--- config.mk ---
export PLATFORM = sky130hd
export DESIGN_NAME = pic_ctrl
export DESIGN_NICKNAME = d
export VERILOG_FILES = /design/src/hdl/pic_pkg.sv /design/src/hdl/pic_ctrl.sv /design/src/hdl/pic_prio.sv
export SDC_FILE = /design/constraint.sdc
export NUM_CORES = 1
export LEC_CHECK = 0
export ABC_AREA = 1
export BUFFER_PORTS_ARGS = -buffer_cell sky130_fd_sc_hd__buf_2
export CORE_MARGIN = 4
export CORE_UTILIZATION = 54
export CTS_CLUSTER_DIAMETER = 60
export DETAILED_ROUTE_END_ITERATION = 7
export PLACE_DENSITY = 0.77
export REMOVE_ABC_BUFFERS = 1
export SYNTH_ARGS = -nofsm -noshare
export SYNTH_HDL_FRONTEND = slang
export SYNTH_SLANG_ARGS = --single-unit
export TNS_END_PERCENT = 100
--- constraint.sdc ---
create_clock -name core_clk -period 4.1 [get_ports core_clk]
set_input_delay 1.23 -clock core_clk [delete_from_list [all_inputs] [get_ports core_clk]]
set_output_delay 1.23 -clock core_clk [all_outputs]
set_load 0.02 [all_outputs]
--- src/hdl/pic_pkg.sv ---
`default_nettype none
package pic_pkg;
    // ========================================
    // selector values and control words
    localparam logic [15:0] SEL_TIMER = 16'h0004;
    localparam logic [15:0] SEL_HSC_LO = 16'h000a;
    localparam logic [15:0] SEL_HSC_HI = 16'h000f;
    localparam logic [15:0] SEL_EXT_LO = 16'h0066;
    localparam logic [15:0] SEL_EXT_HI = 16'h006d;
    localparam logic [15:0] CW_KEEP = 16'h0000;
    localparam logic [15:0] CW_ERASE = 16'h0001;
    localparam logic [15:0] TMR_MIN = 16'h000a;
    localparam logic [15:0] TMR_MAX = 16'h270f;
    // ========================================
    // source layout and reset values
    localparam int EXT_FIRST = 2;
    localparam int NUM_EXT = 8;
    localparam int NUM_HSC = 6;
    localparam logic [15:0] TMR_RESET = 16'h0000;
    // ========================================
    // timer tick: 0.1 ms unit at 50 MHz
    localparam int CLK_HZ = 50000000;
    localparam int TICK_NS = 100000;
    localparam int TICK_CYC = TICK_NS / (1000000000 / CLK_HZ);
    // ========================================
    // dispatcher states
    typedef enum logic [1:0] {
        PIC_IDLE = 2'b00,
        PIC_BUSY = 2'b01
    } pic_state_t;
endpackage
`default_nettype wire

--- src/hdl/pic_ctrl.sv ---
`timescale 1ns/1ps
`default_nettype none
module pic_ctrl #(
    parameter int NUM_EXT = pic_pkg::NUM_EXT,
    parameter int NUM_HSC = pic_pkg::NUM_HSC
) (
    // clock and reset
    input wire logic core_clk,
    input wire logic srst,
    // command port from the core
    input wire logic clear_pending_command,
    input wire logic global_interrupt_block_command,
    input wire logic global_interrupt_unblock_command,
    input wire logic [15:0] cmd_sel,
    input wire logic [15:0] cmd_word,
    // mask control from the mask/edge setup logic
    input wire logic [NUM_EXT-1:0] ext_unmask,
    input wire logic tmr_arm,
    // interrupt sources; ext_in and power_off_in are asynchronous pins, hsc_match is used unsynchronised
    input wire logic [NUM_EXT-1:0] ext_in,
    input wire logic [NUM_HSC-1:0] hsc_match,
    input wire logic power_off_in,
    // task completion from the core
    input wire logic task_done,
    // status
    output logic instruction_error_flag,
    output logic [NUM_EXT-1:0] ext_pending,
    output logic [NUM_HSC-1:0] hsc_pending,
    output logic blocked,
    output logic [15:0] first_delay,
    // dispatch
    output logic task_start,
    output logic [3:0] task_num,
    output logic task_running,
    output logic power_off_task
);
    import pic_pkg::*;

    // ========================================
    // pin synchronisers: three stages, edge when 2nd and 3rd agree
    logic [NUM_EXT-1:0] ext_s1, ext_s2, ext_s3, ext_lvl;
    logic pof_s1, pof_s2, pof_s3, pof_lvl;
    logic [NUM_EXT-1:0] mask_prev;
    always_ff @(posedge core_clk) begin
        if (srst) begin
            ext_s1 <= '0;
            ext_s2 <= '0;
            ext_s3 <= '0;
            pof_s1 <= 1'b0;
            pof_s2 <= 1'b0;
            pof_s3 <= 1'b0;
            ext_lvl <= '0;
            pof_lvl <= 1'b0;
            mask_prev <= '0;
        end else begin
            ext_s1 <= ext_in;
            ext_s2 <= ext_s1;
            ext_s3 <= ext_s2;
            pof_s1 <= power_off_in;
            pof_s2 <= pof_s1;
            pof_s3 <= pof_s2;
            // level moves only once stages 2 and 3 agree, so a one-sample glitch never counts
            ext_lvl <= (ext_s2 & ext_s3) | (ext_lvl & (ext_s2 | ext_s3));
            pof_lvl <= (pof_s2 & pof_s3) | (pof_lvl & (pof_s2 | pof_s3));
            mask_prev <= ext_unmask;
        end
    end
    // rising edge only; edge select lives in the mask/edge setup logic
    wire [NUM_EXT-1:0] ext_rise = ext_s2 & ext_s3 & ~ext_lvl;
    wire pof_rise = pof_s2 & pof_s3 & ~pof_lvl;
    // fresh unmask wipes old records
    wire [NUM_EXT-1:0] unmask_rise = ext_unmask & ~mask_prev;

    // ========================================
    // command decode
    function automatic logic in_rng(input logic [15:0] v, input logic [15:0] lo,
                                    input logic [15:0] hi);
        in_rng = (v >= lo) && (v <= hi);
    endfunction
    wire sel_ext = in_rng(cmd_sel, SEL_EXT_LO, SEL_EXT_HI);
    wire sel_hsc = in_rng(cmd_sel, SEL_HSC_LO, SEL_HSC_HI);
    wire sel_tmr = (cmd_sel == SEL_TIMER);
    wire word_bin = (cmd_word == CW_KEEP) || (cmd_word == CW_ERASE);
    wire word_tmr = in_rng(cmd_word, TMR_MIN, TMR_MAX);
    wire sel_bad = !(sel_ext || sel_hsc || sel_tmr);
    wire word_bad = ((sel_ext || sel_hsc) && !word_bin) || (sel_tmr && !word_tmr);
    wire cmd_ok = clear_pending_command && !sel_bad && !word_bad;
    wire do_erase = cmd_ok && (cmd_word == CW_ERASE);
    wire [15:0] ext_off = cmd_sel - SEL_EXT_LO;
    wire [15:0] hsc_off = cmd_sel - SEL_HSC_LO;
    wire [NUM_EXT-1:0] ext_erase = (do_erase && sel_ext) ?
        NUM_EXT'(1) << ext_off[3:0] : '0;
    wire [NUM_HSC-1:0] hsc_erase = (do_erase && sel_hsc) ?
        NUM_HSC'(1) << hsc_off[3:0] : '0;

    // ========================================
    // error flag: updated on each command, holds between commands
    logic next_err;
    assign next_err = clear_pending_command ? (sel_bad || word_bad) : instruction_error_flag;
    always_ff @(posedge core_clk) begin
        if (srst) begin
            instruction_error_flag <= 1'b0;
        end else begin
            instruction_error_flag <= next_err;
        end
    end

    // ========================================
    // pending records; detection wins over an erase in the same cycle
    pic_state_t state;
    wire [NUM_EXT+NUM_HSC-1:0] all_pend = {hsc_pending, ext_pending};
    logic pick_found;
    logic [3:0] pick_idx;
    wire dispatch = (state == PIC_IDLE) && pick_found && !blocked &&
        all_pend[pick_idx];
    wire [NUM_EXT+NUM_HSC-1:0] disp_clr = dispatch ?
        (NUM_EXT+NUM_HSC)'(1) << pick_idx : '0;
    wire [NUM_EXT-1:0] ext_det = ext_rise & ext_unmask;
    wire [NUM_EXT-1:0] next_ext = ((ext_pending & ~ext_erase & ~disp_clr[NUM_EXT-1:0] &
        ~unmask_rise) | ext_det);
    wire [NUM_HSC-1:0] next_hsc = ((hsc_pending & ~hsc_erase &
        ~disp_clr[NUM_EXT+NUM_HSC-1:NUM_EXT]) | hsc_match);
    always_ff @(posedge core_clk) begin
        if (srst) begin
            ext_pending <= '0;
            hsc_pending <= '0;
        end else begin
            ext_pending <= next_ext;
            hsc_pending <= next_hsc;
        end
    end

    // ========================================
    // lowest index first; inputs outrank counters
    pic_prio #(.N(NUM_EXT + NUM_HSC), .W(4)) u_prio (
        .core_clk(core_clk),
        .srst(srst),
        .req(all_pend),
        .found(pick_found),
        .idx(pick_idx)
    );

    // ========================================
    // global block / unblock; does not touch masks or timer arming
    always_ff @(posedge core_clk) begin
        if (srst) begin
            blocked <= 1'b0;
        end else if (global_interrupt_block_command) begin
            blocked <= 1'b1;
        end else if (global_interrupt_unblock_command) begin
            blocked <= 1'b0;
        end
    end

    // ========================================
    // first timer delay
    always_ff @(posedge core_clk) begin
        if (srst) begin
            first_delay <= TMR_RESET;
        end else if (cmd_ok && sel_tmr) begin
            first_delay <= cmd_word;
        end
    end

    // scheduled timer: stopped until armed, counts 0.1 ms ticks
    logic [$clog2(TICK_CYC)-1:0] tick_cnt;
    logic [15:0] tmr_cnt;
    logic tmr_fire;
    wire tick = (tick_cnt == ($clog2(TICK_CYC))'(TICK_CYC - 1));
    always_ff @(posedge core_clk) begin
        if (srst || !tmr_arm) begin
            tick_cnt <= '0;
            tmr_cnt <= TMR_RESET;
            tmr_fire <= 1'b0;
        end else begin
            tmr_fire <= 1'b0;
            tick_cnt <= tick ? '0 : tick_cnt + 1'b1;
            if (tick) begin
                if (tmr_cnt + 16'h0001 >= first_delay) begin
                    tmr_cnt <= TMR_RESET;
                    tmr_fire <= !blocked;
                end else begin
                    tmr_cnt <= tmr_cnt + 16'h0001;
                end
            end
        end
    end

    // ========================================
    // dispatcher; timer task 1, inputs 2..9, counters above
    // a fired timer while busy is dropped: no pending record exists for it
    logic [3:0] next_num;
    assign next_num = pick_idx + 4'(EXT_FIRST);
    always_ff @(posedge core_clk) begin
        if (srst) begin
            state <= PIC_IDLE;
            task_start <= 1'b0;
            task_num <= '0;
            task_running <= 1'b0;
            power_off_task <= 1'b0;
        end else begin
            task_start <= 1'b0;
            power_off_task <= pof_rise;
            case (state)
                PIC_IDLE: begin
                    if (tmr_fire && !blocked) begin
                        state <= PIC_BUSY;
                        task_start <= 1'b1;
                        task_num <= 4'h1;
                        task_running <= 1'b1;
                    end else if (dispatch) begin
                        state <= PIC_BUSY;
                        task_start <= 1'b1;
                        task_num <= next_num;
                        task_running <= 1'b1;
                    end
                end
                PIC_BUSY: begin
                    if (task_done) begin
                        state <= PIC_IDLE;
                        task_running <= 1'b0;
                    end
                end
                default: begin
                    state <= PIC_IDLE;
                    task_running <= 1'b0;
                end
            endcase
        end
    end

    // ========================================
    // checks
    property p_err_sel;
        @(posedge core_clk) disable iff (srst)
        (clear_pending_command && sel_bad) |=> instruction_error_flag;
    endproperty
    a_err_sel: assert property (p_err_sel) else $error("bad selector not flagged");
    property p_err_word;
        @(posedge core_clk) disable iff (srst)
        (clear_pending_command && (sel_ext || sel_hsc) && cmd_word > CW_ERASE)
        |=> instruction_error_flag;
    endproperty
    a_err_word: assert property (p_err_word) else $error("bad word not flagged");
    property p_err_tmr;
        @(posedge core_clk) disable iff (srst)
        (clear_pending_command && sel_tmr && (cmd_word < TMR_MIN || cmd_word > TMR_MAX))
        |=> instruction_error_flag && $stable(first_delay);
    endproperty
    a_err_tmr: assert property (p_err_tmr) else $error("bad delay accepted");
    property p_ok;
        @(posedge core_clk) disable iff (srst)
        cmd_ok |=> !instruction_error_flag;
    endproperty
    a_ok: assert property (p_ok) else $error("error on valid command");
    property p_load;
        @(posedge core_clk) disable iff (srst)
        (cmd_ok && sel_tmr) |=> first_delay == $past(cmd_word);
    endproperty
    a_load: assert property (p_load) else $error("delay not loaded");
    property p_block;
        @(posedge core_clk) disable iff (srst)
        blocked |=> !task_start;
    endproperty
    a_block: assert property (p_block) else $error("task started while blocked");
    property p_mask;
        @(posedge core_clk) disable iff (srst)
        (ext_pending & ~$past(ext_pending) & ~$past(ext_unmask)) == '0;
    endproperty
    a_mask: assert property (p_mask) else $error("masked input recorded");
    property p_erase;
        @(posedge core_clk) disable iff (srst)
        (do_erase && sel_ext && ext_det == '0) |=> !ext_pending[$past(ext_off[2:0])];
    endproperty
    a_erase: assert property (p_erase) else $error("erase ignored");
    property p_hold;
        @(posedge core_clk) disable iff (srst)
        (task_running && !task_done) |=> !task_start;
    endproperty
    a_hold: assert property (p_hold) else $error("nested dispatch");
    c_disp: cover property (@(posedge core_clk) disable iff (srst) dispatch);
    c_tmr: cover property (@(posedge core_clk) disable iff (srst) tmr_fire);
    c_err: cover property (@(posedge core_clk) disable iff (srst) $rose(instruction_error_flag));
endmodule
`default_nettype wire

--- src/hdl/pic_prio.sv ---
`timescale 1ns/1ps
`default_nettype none
// ========================================
// lowest-index picker, result registered
module pic_prio #(
    parameter int N = 8,
    parameter int W = 3
) (
    // clock and reset
    input wire logic core_clk,
    input wire logic srst,
    // request vector
    input wire logic [N-1:0] req,
    // winner
    output logic found,
    output logic [W-1:0] idx
);
    logic next_found;
    logic [W-1:0] next_idx;
    always_comb begin
        next_found = 1'b0;
        next_idx = '0;
        for (int i = N - 1; i >= 0; i--) begin
            if (req[i]) begin
                next_found = 1'b1;
                next_idx = W'(i);
            end
        end
    end
    always_ff @(posedge core_clk) begin
        if (srst) begin
            found <= 1'b0;
            idx <= '0;
        end else begin
            found <= next_found;
            idx <= next_idx;
        end
    end
endmodule
`default_nettype wire

## Word-level counts from Yosys, hierarchy flattened

Index checks and enable logic that the tools add are counted.

| storage, ports and cells | value |
|---|---|
| input bits | 62 |
| logic and storage cells | 166 |
| register bits after elaboration | 120 |
| output and inout bits | 39 |

| operators by class | value |
|---|---|
| bitwise logic cells | 30 |
| shift operators | 3 |
| reduce and logical (&&, ||, !) cells | 40 |
| equality and inequality tests | 6 |
| magnitude comparators | 8 |
| mux-type cells | 47 |
| add/subtract/negate cells | 5 |

Operators with widths:

| cell | count |
|---|---|
| AND 8 bit | 8 |
| inverter 8 bit | 5 |
| >= comparator 16 x 4 -> 1 bit, second input constant | 2 |
| two-way mux 4 bit | 8 |
| OR 8 bit | 3 |
| two-way mux 1 bit | 23 |
| adder 16 x 1 -> 16 bit, second input constant | 1 |
| equality test 16 x 1 -> 1 bit, second input constant | 1 |
| equality test 16 x 3 -> 1 bit, second input constant | 1 |
| >= comparator 16 bit | 1 |
| >= comparator 16 x 7 -> 1 bit, second input constant | 1 |
| <= comparator 16 x 14 -> 1 bit, second input constant | 1 |
| <= comparator 16 x 4 -> 1 bit, second input constant | 1 |
| <= comparator 16 x 7 -> 1 bit, second input constant | 1 |
| zero test 16 bit | 1 |
| two-way mux 16 bit | 1 |
| logical AND 1 bit | 15 |
| two-way mux 14 bit | 1 |
| << shifter 1 x 4 -> 14 bit, first input constant | 1 |
| adder 13 x 1 -> 13 bit, second input constant | 1 |
| equality test 13 bit, second input constant | 1 |
| AND 6 bit | 2 |
| two-way mux 3 bit | 4 |
| inverter 6 bit | 2 |
| 28 further kinds | 53 |

## Longest topological paths before layout

Gate-level depths: netlist of run 1.

| logic depth | value |
|---|---|
| depth after elaboration | 15 |
| mapped depth | 20 |
| gate-level depth less buffers | 18 |

## Cells and area by module

A second synthesis of run 1 with hierarchy kept.

| unflattened totals | value |
|---|---|
| cells, all modules | 835 |
| area total of the unflattened synthesis | 5891.9 µm² |

By module, submodules not included:

| module | instances | sequential area each (µm²) | cells an instance | area each (µm²) |
|---|---|---|---|---|
| pic_ctrl | 1 | 2262.2 | 788 | 5582.9 |
| pic_prio | 1 | 100.1 | 47 | 309.0 |

## Least setup slack after synthesis of run 1

OpenSTA, ideal clock, no wires.

| timing path | value |
|---|---|
| path kind | register -> register |
| from | register tmr_cnt[0] |
| to | register tmr_cnt[10] |
| period minus slack after synthesis | 2.823 ns |
| arrival | 2.699 ns |
| library setup time | 0.124 ns |
| setup slack | 1.277 ns |
| required time | 3.976 ns |
| path buffers | 2 |
| cell stages (with the launch flop) | 20 |
| path through | dfxtp_1 ha_1 nand2_1 nor3_1 nand2_1 nor2_1 nand3_1 nor2_1 xor2_1 ha_1 nand2_1 inv_1 nand3_1 nor3_1 nand3_1 and3_1 clkbuf_1 nand2_1 buf_2 o21ai_0 |

| between the ends | value |
|---|---|
| cells in the longest elaborated chain, start to end | 3 |

RTL lines:

| item | RTL line | source |
|---|---|---|
| from (decl) | pic_ctrl.sv:167 | `logic [15:0] tmr_cnt;` |
| from (signal assigned) | pic_ctrl.sv:183 | `tmr_cnt <= tmr_cnt + 16'h0001;` |
| adder 16 x 1 -> 16 bit (*) | pic_ctrl.sv:179, pic_ctrl.sv:183 |  |
| >= comparator 16 bit | pic_ctrl.sv:179 | `if (tmr_cnt + 16'h0001 >= first_delay) begin` |
| two-way mux 16 bit (*) | pic_ctrl.sv:179 |  |

Every way passes the cells marked *; elsewhere a longest branch is shown, timed or not.
A chain may end at the register's enable or synchronous reset.

## Worst setup path in the final report of run 1

| timing path | value |
|---|---|
| from | register tmr_cnt[0] |
| to | register tmr_cnt[0] |

The elaborated chain is that of the path after synthesis.

==> results of run 1 <==
## path summary, 6_finish.rpt
kind	start	to	slack [ns]	depth (start not counted)
min	ext_s1[5]$_SDFF_PP0_	ext_s2[5]$_SDFF_PP0_	0.40	2
min reg2reg	ext_s1[5]$_SDFF_PP0_	ext_s2[5]$_SDFF_PP0_	0.40	2
max reg2reg	tmr_cnt[0]$_SDFFE_PP0N_	tmr_cnt[0]$_SDFFE_PP0N_	0.79	17
max	tmr_cnt[0]$_SDFFE_PP0N_	tmr_cnt[0]$_SDFFE_PP0N_	0.79	17
## per-stage QoR
stage	power [W]	cells	util [%]	hold WS [ns]
5_1_grt	0.00294	1068	66.8	0.413
2_1_floorplan	0.00133	798	-	0.388
3_3_place_gp	0.00141	1036	61.2	0.388
6_report	0.00283	1068	66.8	0.398
3_5_place_dp	0.00141	1036	61.2	0.392
4_1_cts	0.00285	1068	66.8	0.400
## area by class of cell
class / count / area, µm²
Clock buffer: 18 / 428
Clock inverter: 14 / 151
Fill cell: 925 / 3430
Inverter: 147 / 552
Multi-Input combinational cell: 533 / 2720
Sequential cell: 118 / 2360
Tap cell: 136 / 170
Timing Repair Buffer: 102 / 515
## state kept, by name, indices dropped and copies added (netlist names), 4 cells and up
| signal | count |
|---|---|
| ext_lvl | 8 |
| ext_pending | 8 |
| ext_s1 | 8 |
| ext_s2 | 8 |
| ext_s3 | 8 |
| first_delay | 16 |
| hsc_pending | 6 |
| mask_prev | 8 |
| task_num | 4 |
| tick_cnt | 13 |
| tmr_cnt | 16 |
| u_prio.idx | 4 |
## worst max-delay path: stages, from the launching register on
cell and delay, ns:
dfxtp_1 0.39, ha_1 0.20, nand2_1 0.08, nor3_1 0.25, nand2_1 0.11, nor2_1 0.20
nand3_1 0.15, nor2_1 0.14, xor2_1 0.10, ha_1 0.28, nand2_1 0.06, inv_1 0.05
nand3_1 0.07, nor3_1 0.22, nand3_1 0.10, and3_1 0.28, nand2_1 0.35, mux2i_1 0.13
## cell usage after synthesis, types with 3 or more instances
cell type	instances	share of area, %
nand3_1	40	3.5
a21oi_1	44	3.9
inv_1	141	9.3
nor3b_1	3	0.39
o211ai_1	4	0.53
nor3_1	23	2.0
xor2_1	14	2.1
nand2_1	144	9.5
o21ai_0	35	3.1
nor2_1	135	8.9
clkinv_1	3	0.20
o22ai_1	8	0.88
or2_2	5	0.55
buf_2	5	0.44
inv_2	3	0.20
nand4_1	24	2.6
nand2_2	5	0.55
o21bai_1	5	0.66
ha_1	22	4.8
dfxtp_1	118	41
clkbuf_1	10	0.66
## routing by layer
layer	share of wire, %	global-route usage (%)	up-vias
met5	0	0	-
met4	2.0	8.13	0
met3	5.2	5.90	23
met2	49	38.6	118
met1	44	26.2	2384
li1	-	-	2799
## where the power goes
| part | leakage, nW | total, W | switching, W | internal [W] |
|---|---|---|---|---|
| clock network | 0.282 | 0.00145 | 0.000560 | 0.000885 |
| registers | 0.962 | 0.00120 | 0.0000220 | 0.00118 |
| logic | 2.16 | 0.000189 | 0.000121 | 0.0000672 |
| total | 3.41 | 0.00283 | 0.000703 | 0.00213 |
## logic make-up (layout without fill, tap and decap cells)
family	count (synthesis)	in the layout	synth area share, %
AOI/OAI and AO/OA	103	103	9.96
xor gates and xnor gates	16	16	2.45
adders and majority gates	22	22	4.82
buffers and inverters	165	281	11.1
DFF	118	118	41.3
muxes	1	1	0.175
and+or+nand+nor	391	391	30.2
==> results_dict.tcl, run 1 <==
set metrics [dict create \
    layout_min_cycle_time_ns 3.31 \
    root_buffer "clkbuf_8" \
    antenna_found_initial 0 \
    wl_per_cell_um 12.3 \
    grt_max_degree 54 \
    routed_wl_mm 13.1 \
    cp-start-kind "flop" \
    tns_ns 0 \
    cts_buffers 17 \
    worst_setup_path_end_kind "flop" \
    async_reset_ff_share_pct 0 \
    overflow 0 \
    die_h_um 111 \
    final_layout_size_suffix_gt1_share_pct 16.6 \
    leakage_nw 3.41 \
    synth_edf_count 0 \
    crit_type "flop to flop" \
    first_pass_iters 5 \
    rsz0062_at_grt "no" \
    synth_seq_cells 118 \
    dieArea_um2 12300 \
    cts_setup_buffers 0 \
    cts_tree "built" \
    design_area_um2 6900 \
    syn-instance-count 816 \
    syn2layout_area_growth_pct 20.7 \
    synth_flop_cell "dfxtp_1" \
    placed_cell_area_um2 6320 \
    clock_sinks 118 \
    seq_area_frac_synth_pct 41.3 \
    grt_usage_pct 22.2 \
    fmax_mhz 302 \
    antenna_left 0 \
    htree_levels 4 \
    drtIter0Drc 306 \
    worst_clock_skew_ns 0.0117 \
    cts_resized 0 \
    dpl.hpwl_mm 9.50 \
    viasPerCell 4.99 \
    core_um2 10300 \
    ioPinCount 101 \
    avgSynthCellArea_um2 7.00 \
    cap_viol_max_count 0 \
    pwr_density_cell_nw_per_um2 410 \
    synth-warning-count 0 \
    post-route-drc-count 0 \
    outcome "complete, no violations" \
    syn_area_um2 5710 \
    maxSlewViolCount 0 \
    tightest_slew_ns 0.706 \
    start_util_pct 55.4 \
    rows 37 \
    relSlewSlack_pct 52.8 \
    final_cell_mix "nand2_1 (144), inv_1 (141), nor2_1 (135)" \
    synth.distinct_cells 40 \
    max-vdd-ir-drop_v 0.000344 \
    setup_viol_count_final 0 \
    clk_pin_slew_ns 0.06 \
    grt_first_pass_wirelength_mm 22.7 \
    hold_viol 0 \
    nets 1003 \
    setup_slack_ns 0.792 \
    finalCritPeriodShare_pct 80.7 \
    first_global_vias 5037 \
    worstSkewPairLatency_ns 0.52 \
    worstPathMaxFanout 11 \
    pre_cts_ws_ns 0.918 \
    min_path_type "flop to flop" \
    io_buffers 100 \
    diodes 0 \
    dieWidth_um 111 \
    max-clock-path-buffers 2 \
    layout_commonest_cell "nand2_1" \
    arrival_ns 3.67 \
    vias 5324 \
    cp_data_required_time_ns 4.46 \
    place_congestion 0.864 \
    cts_hold_buf 0 \
]
Note: power is estimated with default switching activity, not from simulation.
==> run 2: changes to the inputs <==
--- a/config.mk
+++ b/config.mk
@@ -8,7 +8,7 @@
 export ABC_AREA = 1
 export BUFFER_PORTS_ARGS = -buffer_cell sky130_fd_sc_hd__buf_2
 export CORE_MARGIN = 4
-export CORE_UTILIZATION = 54
+export CORE_UTILIZATION = 51
 export CTS_CLUSTER_DIAMETER = 60
 export DETAILED_ROUTE_END_ITERATION = 7
 export PLACE_DENSITY = 0.77
==> constraint.sdc (replaced) <==
create_clock -name core_clk -period 3 [get_ports core_clk]
set_input_delay 0.9 -clock core_clk [delete_from_list [all_inputs] [get_ports core_clk]]
set_output_delay 0.9 -clock core_clk [all_outputs]
set_load 0.02 [all_outputs]
==> run 2 against run 1 <==
  * Via count grew 2.1%
  * Sequential power grew 37%
  * Total power grew 38%
  * Fmax grew 18%
  * Critical path depth grew 2
  * Die area grew 5.4%
  * Clock skew grew 0.0017 ns
  * Largest cell class unchanged
  * Design area grew 2.9%
  * Critical endpoint is now tmr_cnt[2]$_SDFFE_PP0N_
==> results_dict.tcl, run 2 (synthesized netlist as in run 1, its figures left out) <==
set metrics [dict create \
    rr_worst_depth 19 \
    tightest_slew_ns 0.550 \
    cp_slowest_cell "dfxtp_2" \
    drt-met1-wl_mm 6.01 \
    diodes 0 \
    antenna_left 0 \
    layout_min_cycle_time_ns 2.81 \
    grt_first_pass_wirelength_mm 23.3 \
    cts_tree "built" \
    placed_cell_area_um2 6390 \
    final_cell_mix "nand2_1 (141), inv_1 (140), nor2_1 (131)" \
    rows 38 \
    tns_ns 0 \
    worstSkewPairLatency_ns 0.52 \
    route.met3.wl_um 908 \
    ioPinCount 101 \
    worst_clock_skew_ns 0.0134 \
    overflow 0 \
    hold_ws_ns 0.406 \
    r2r_start "tmr_cnt[5]$_SDFFE_PP0N_" \
    nFillCells 982 \
    min_path_type "flop to flop" \
    place_congestion 0.940 \
    layout_commonest_cell "nand2_1" \
    cp.depth 19 \
    die_h_um 114 \
    cp_data_required_time_ns 3.39 \
    first_global_vias 5244 \
    max-vdd-ir-drop_v 0.000490 \
    pwr_density_cell_nw_per_um2 549 \
    top_regs "first_delay (16), tmr_cnt (16), tick_cnt (13)" \
    cts_hold_buf 0 \
    maxSlewViolCount 0 \
    dp.cells 1049 \
    worstPathMaxFanout 6 \
    dieWidth_um 114 \
    cap_viol_max_count 0 \
    wl_met2_mm 6.77 \
    power.total_w 0.00390 \
    drtIter0Drc 293 \
    highest_layer "met4" \
    routed_wl_mm 13.9 \
    start_util_pct 52.5 \
    root_buffer "clkbuf_8" \
    hold_viol 0 \
    grt_max_degree 54 \
    first_pass_iters 5 \
    htree_levels 4 \
    io_buffers 100 \
    leakage_nw 3.50 \
    crit_type "flop to flop" \
    syn2layout_area_growth_pct 24.3 \
    endpoint "tmr_cnt[2]$_SDFFE_PP0N_" \
    max-clock-path-buffers 2 \
    setup_viol_count_final 0 \
    fmax_mhz 356 \
    dieArea_um2 13000 \
    arrival_ns 3.20 \
    fin_cells 1083 \
    viasPerCell 5.02 \
    r2r_setup_slack_ns 0.19 \
    core_um2 10900 \
    worst_setup_path_end_kind "flop" \
    clock_sinks 118 \
    worst-path-buf-inv 4 \
    clk_pin_slew_ns 0.06 \
    final_layout_size_suffix_gt1_share_pct 20.0 \
    crit_chain "inv_2, nor3_2, nand2_1, nor2_2, nand2_2, nor2_4, nand3_2, xor2_2, inv_1, ha_4, nand2_1, inv_1, nand3_2, nor3_4, nand3_1, and3_4, buf_4, nand3_1, o21ai_0" \
    design_area_um2 7100 \
    nets 1016 \
    finalCritPeriodShare_pct 93.6 \
    wl_per_cell_um 12.9 \
    grt_usage_pct 22.1 \
    r2r-end "tmr_cnt[2]$_SDFFE_PP0N_" \
    dpl.hpwl_mm 10.0 \
    vias 5435 \
    outcome "complete, no violations" \
    antenna_found_initial 0 \
    crit_family "simple AND/OR/NAND/NOR gates" \
    cts_buffers 17 \
    relSlewSlack_pct 63.3 \
    cp-start-kind "flop" \
    cpPeakStageDelay_ns 0.33 \
    critPathLaunch "tmr_cnt[5]$_SDFFE_PP0N_" \
    post-route-drc-count 0 \
]
run 2: metrics by stage:
step	setup WS [ns]	utilization [%]
after floorplan	0.250	-
after global placement	0.191	58.7
after detailed placement	0.0852	58.7
after CTS	0.0473	64.1
after global routing	-0.0488	65.2
final	0.191	65.2
run 2: where the power goes:
part	internal [W]	switching [W]
Sequential	0.00161	0.0000299
Clock	0.00132	0.000689
Combinational	0.0000936	0.000166
run 2: repair_timing:
| item | CTS | global route |
|---|---|---|
| setup endpoints to repair | 0 | 17 |
| buffers inserted | 0 | 4 |
| resized for setup | 0 | 27 |
run 2: worst register-to-register path: stages, from the launching register on:
cell	delay, ns
dfxtp_2	0.33
inv_2	0.05
nor3_2	0.16
nand2_1	0.12
nor2_2	0.17
nand2_2	0.10
nor2_4	0.13
nand3_2	0.10
xor2_2	0.18
inv_1	0.09
ha_4	0.27
nand2_1	0.05
inv_1	0.06
nand3_2	0.09
nor3_4	0.20
nand3_1	0.10
and3_4	0.19
buf_4	0.15
nand3_1	0.07
o21ai_0	0.07
run 2: how the worst min path moves through the flow:
stage / to / startpoint / depth (start not counted)
3_3_place_gp: ext_s2[7]$_SDFF_PP0_ / ext_s1[7]$_SDFF_PP0_ / 2
4_1_cts: ext_s2[4]$_SDFF_PP0_ / ext_s1[4]$_SDFF_PP0_ / 2
5_1_grt: ext_s2[3]$_SDFF_PP0_ / ext_s1[3]$_SDFF_PP0_ / 2
6_report: ext_s2[4]$_SDFF_PP0_ / ext_s1[4]$_SDFF_PP0_ / 2
3_5_place_dp: ext_s2[4]$_SDFF_PP0_ / ext_s1[4]$_SDFF_PP0_ / 2
2_1_floorplan: ext_s2[0]$_SDFF_PP0_ / ext_s1[0]$_SDFF_PP0_ / 2
run 2: layout make-up:
cell class / instances / area [µm²] / area share [%]
timing repair buffer: 115 / 617 / 8.69
tap: 140 / 175 / 2.47
clock inverter: 9 / 126 / 1.78
sequential: 118 / 2370 / 33.4
multi-input combinational: 533 / 2800 / 39.4
inverter: 147 / 552 / 7.77
clock buffer: 21 / 459 / 6.47
run 2: layer usage:
layer,GRT usage [%],vias to the layer above
met5,0,-
met3,6.37,28
met4,7.36,0
met2,38.5,130
met1,26.2,2448
li1,-,2829
==> run 3: changes to the inputs <==
--- a/config.mk
+++ b/config.mk
@@ -6,12 +6,13 @@
 export NUM_CORES = 1
 export LEC_CHECK = 0
 export ABC_AREA = 1
-export BUFFER_PORTS_ARGS = -buffer_cell sky130_fd_sc_hd__buf_2
 export CORE_MARGIN = 4
-export CORE_UTILIZATION = 51
+export CORE_UTILIZATION = 54
 export CTS_CLUSTER_DIAMETER = 60
 export DETAILED_ROUTE_END_ITERATION = 7
-export PLACE_DENSITY = 0.77
+export DONT_BUFFER_PORTS = 1
+export MAX_ROUTING_LAYER = met4
+export PLACE_DENSITY = 0.72
 export REMOVE_ABC_BUFFERS = 1
 export SYNTH_ARGS = -nofsm -noshare
 export SYNTH_HDL_FRONTEND = slang
==> run 3 against run 2 <==
  * Setup slack got worse by 0.030 ns
  * Design area shrank 7.3%
  * Cell count is 10% lower
  * Global-route usage is 0.68 points higher
  * Sequential share of layout area up 2.5 points
  * Sequential power hardly changed
  * Die area decreased by 5.2%
  * Combinational power fell by 33%
  * Wire length down 4.2%
  * Count of clock-buffer cells in the layout shrank 1
  * Non-clock buffer count decreased by 107
  * Critical path depth decreased by 1
  * Largest cell class unchanged
==> results_dict.tcl, run 3 (synthesized netlist as in run 1, its figures left out) <==
set metrics [dict create \
    maxSlewViolCount 0 \
    worst_clock_skew_ns 0.00596 \
    hold_path_depth 2 \
    core_um2 10300 \
    worstPathMaxFanout 6 \
    final_cell_mix "inv_1 (141), nand2_1 (141), nor2_1 (130)" \
    max-clock-path-buffers 2 \
    io_buffers 0 \
    top_regs "first_delay (16), tmr_cnt (16), tick_cnt (13)" \
    dieWidth_um 111 \
    cp_slowest_cell "dfxtp_1" \
    leakage_nw 3.03 \
    finalCritPeriodShare_pct 94.6 \
    grt_max_degree 55 \
    cp_data_required_time_ns 3.47 \
    cts_hold_buf 0 \
    antenna_found_initial 0 \
    cts_tree "built" \
    pwr_density_cell_nw_per_um2 613 \
    hold_viol 0 \
    first_pass_iters 5 \
    design_area_um2 6580 \
    seq_area_um2 2360 \
    cap_viol_max_count 0 \
    htree_levels 4 \
    hold_path_end "ext_s2[2]$_SDFF_PP0_" \
    clock_sinks 118 \
    min_from "ext_s1[2]$_SDFF_PP0_" \
    first_global_vias 4925 \
    placed_cell_area_um2 5850 \
    grt_usage_pct 22.8 \
    start_util_pct 55.4 \
    antenna_left 0 \
    worst-path-buf-inv 3 \
    drtIter0Drc 262 \
    syn2layout_area_growth_pct 15.2 \
    nets 909 \
    nFillCells 914 \
    dieArea_um2 12300 \
    max-vdd-ir-drop_v 0.000560 \
    root_buffer "clkbuf_8" \
    multi_input_area_um2 2780 \
    die_h_um 111 \
    dpl.hpwl_mm 9.84 \
    r2r-end "tmr_fire$_SDFF_PP0_" \
    arrival_ns 3.31 \
    tightest_slew_ns 0.610 \
    viasPerCell 5.22 \
    vias 5086 \
    crit_type "flop to flop" \
    crit_family "simple AND/OR/NAND/NOR gates" \
    r2r_setup_slack_ns 0.16 \
    routed_wl_mm 13.4 \
    fmax_mhz 352 \
    crit_chain "ha_2, nand2_1, nor3_2, nand2_1, nor2_2, nand3_2, nor2_2, xor2_1, ha_1, nand2_1, inv_1, nand3_1, nor3_2, nand3_1, and3_4, buf_4, nand3b_1, inv_1" \
    r2r_start "tmr_cnt[1]$_SDFFE_PP0N_" \
    rows 37 \
    worst_setup_path_end_kind "flop" \
    setup_viol_count_final 0 \
    crit_top_cell "nand2_1" \
    cpPeakStageDelay_ns 0.36 \
    rr_worst_depth 18 \
    diodes 0 \
    overflow 0 \
    outcome "complete, no violations" \
    cp-start-kind "flop" \
    relSlewSlack_pct 59.2 \
    wl_per_cell_um 13.7 \
    post-route-drc-count 0 \
    worstSkewPairLatency_ns 0.52 \
    clk_pin_slew_ns 0.06 \
    ioPinCount 101 \
    min_path_type "flop to flop" \
    place_congestion 0.882 \
    layout_min_cycle_time_ns 2.84 \
    final_layout_size_suffix_gt1_share_pct 9.19 \
    cts_buffers 17 \
    grt_first_pass_wirelength_mm 22.4 \
    tns_ns 0 \
]
==> run 3: area by class of cell <==
cell class	instances	share of cell area, %
Clock buffer	20	6.92
Timing Repair Buffer	8	0.912
Tap cell	136	2.59
Clock inverter	12	3.02
Inverter	147	8.38
Multi-Input combinational cell	533	42.3
Sequential cell	118	35.9
==> run 3: metal layers <==
layer  vias up  global-route usage (%)  part of all wire, %
met4         0                    9.36                  2.7
met5         -                       -                    0
met1      2327                    24.9                   42
li1       2603                       -                    -
met3        32                    7.04                  5.4
met2       124                    38.7                   50
==> run 3: how the worst max path moves through the flow <==
stage / depth (start not counted) / endpoint / slack [ns] / startpoint
2_1_floorplan: 17 / tmr_cnt[0]$_SDFFE_PP0N_ / 0.25 / tmr_cnt[0]$_SDFFE_PP0N_
3_3_place_gp: 18 / tmr_cnt[15]$_SDFFE_PP0N_ / 0.06 / tmr_cnt[2]$_SDFFE_PP0N_
3_5_place_dp: 18 / tmr_cnt[10]$_SDFFE_PP0N_ / -0.12 / tmr_cnt[2]$_SDFFE_PP0N_
4_1_cts: 19 / tmr_fire$_SDFF_PP0_ / 0.02 / tmr_cnt[5]$_SDFFE_PP0N_
5_1_grt: 17 / tmr_cnt[6]$_SDFFE_PP0N_ / -0.06 / tmr_cnt[0]$_SDFFE_PP0N_
6_report: 18 / tmr_fire$_SDFF_PP0_ / 0.16 / tmr_cnt[1]$_SDFFE_PP0N_
==> run 3: report_power, final <==
part / internal, W / total (W) / switching (W)
Sequential: 0.00161 / 0.00165 / 0.0000475
Clock: 0.00150 / 0.00221 / 0.000711
Combinational: 0.0000578 / 0.000175 / 0.000118
Total: 0.00316 / 0.00404 / 0.000877
==> run 3: stage by stage <==
stage	power, W	utilization [%]	std cells	hold WS, ns	worst slack, ns
after detailed placement	0.00186	56.6	940	0.396	-0.125
final	0.00404	63.8	974	0.403	0.161
after global placement	0.00186	56.6	940	0.389	0.0582
after floorplan	0.00181	-	798	0.388	0.250
after global routing	0.00420	63.8	974	0.417	-0.0613
after CTS	0.00407	63.0	972	0.405	0.0190
==> run 3: worst reg2reg max path, delay by kind of cell, from the launching register on <==
kind,cells,cell delay [ns]
and+or+nand+nor,12,1.57
adders and majority gates,2,0.48
DFF,1,0.36
buffers and inverters,3,0.27
xor gates and xnor gates,1,0.09
==> run 3: what timing repair did <==
action / in CTS / in global routing
endpoints found under the setup margin: 11 / 17
buffers inserted: 0 / 2
gates resized for setup: 2 / 18
pin swaps: 0 / 6
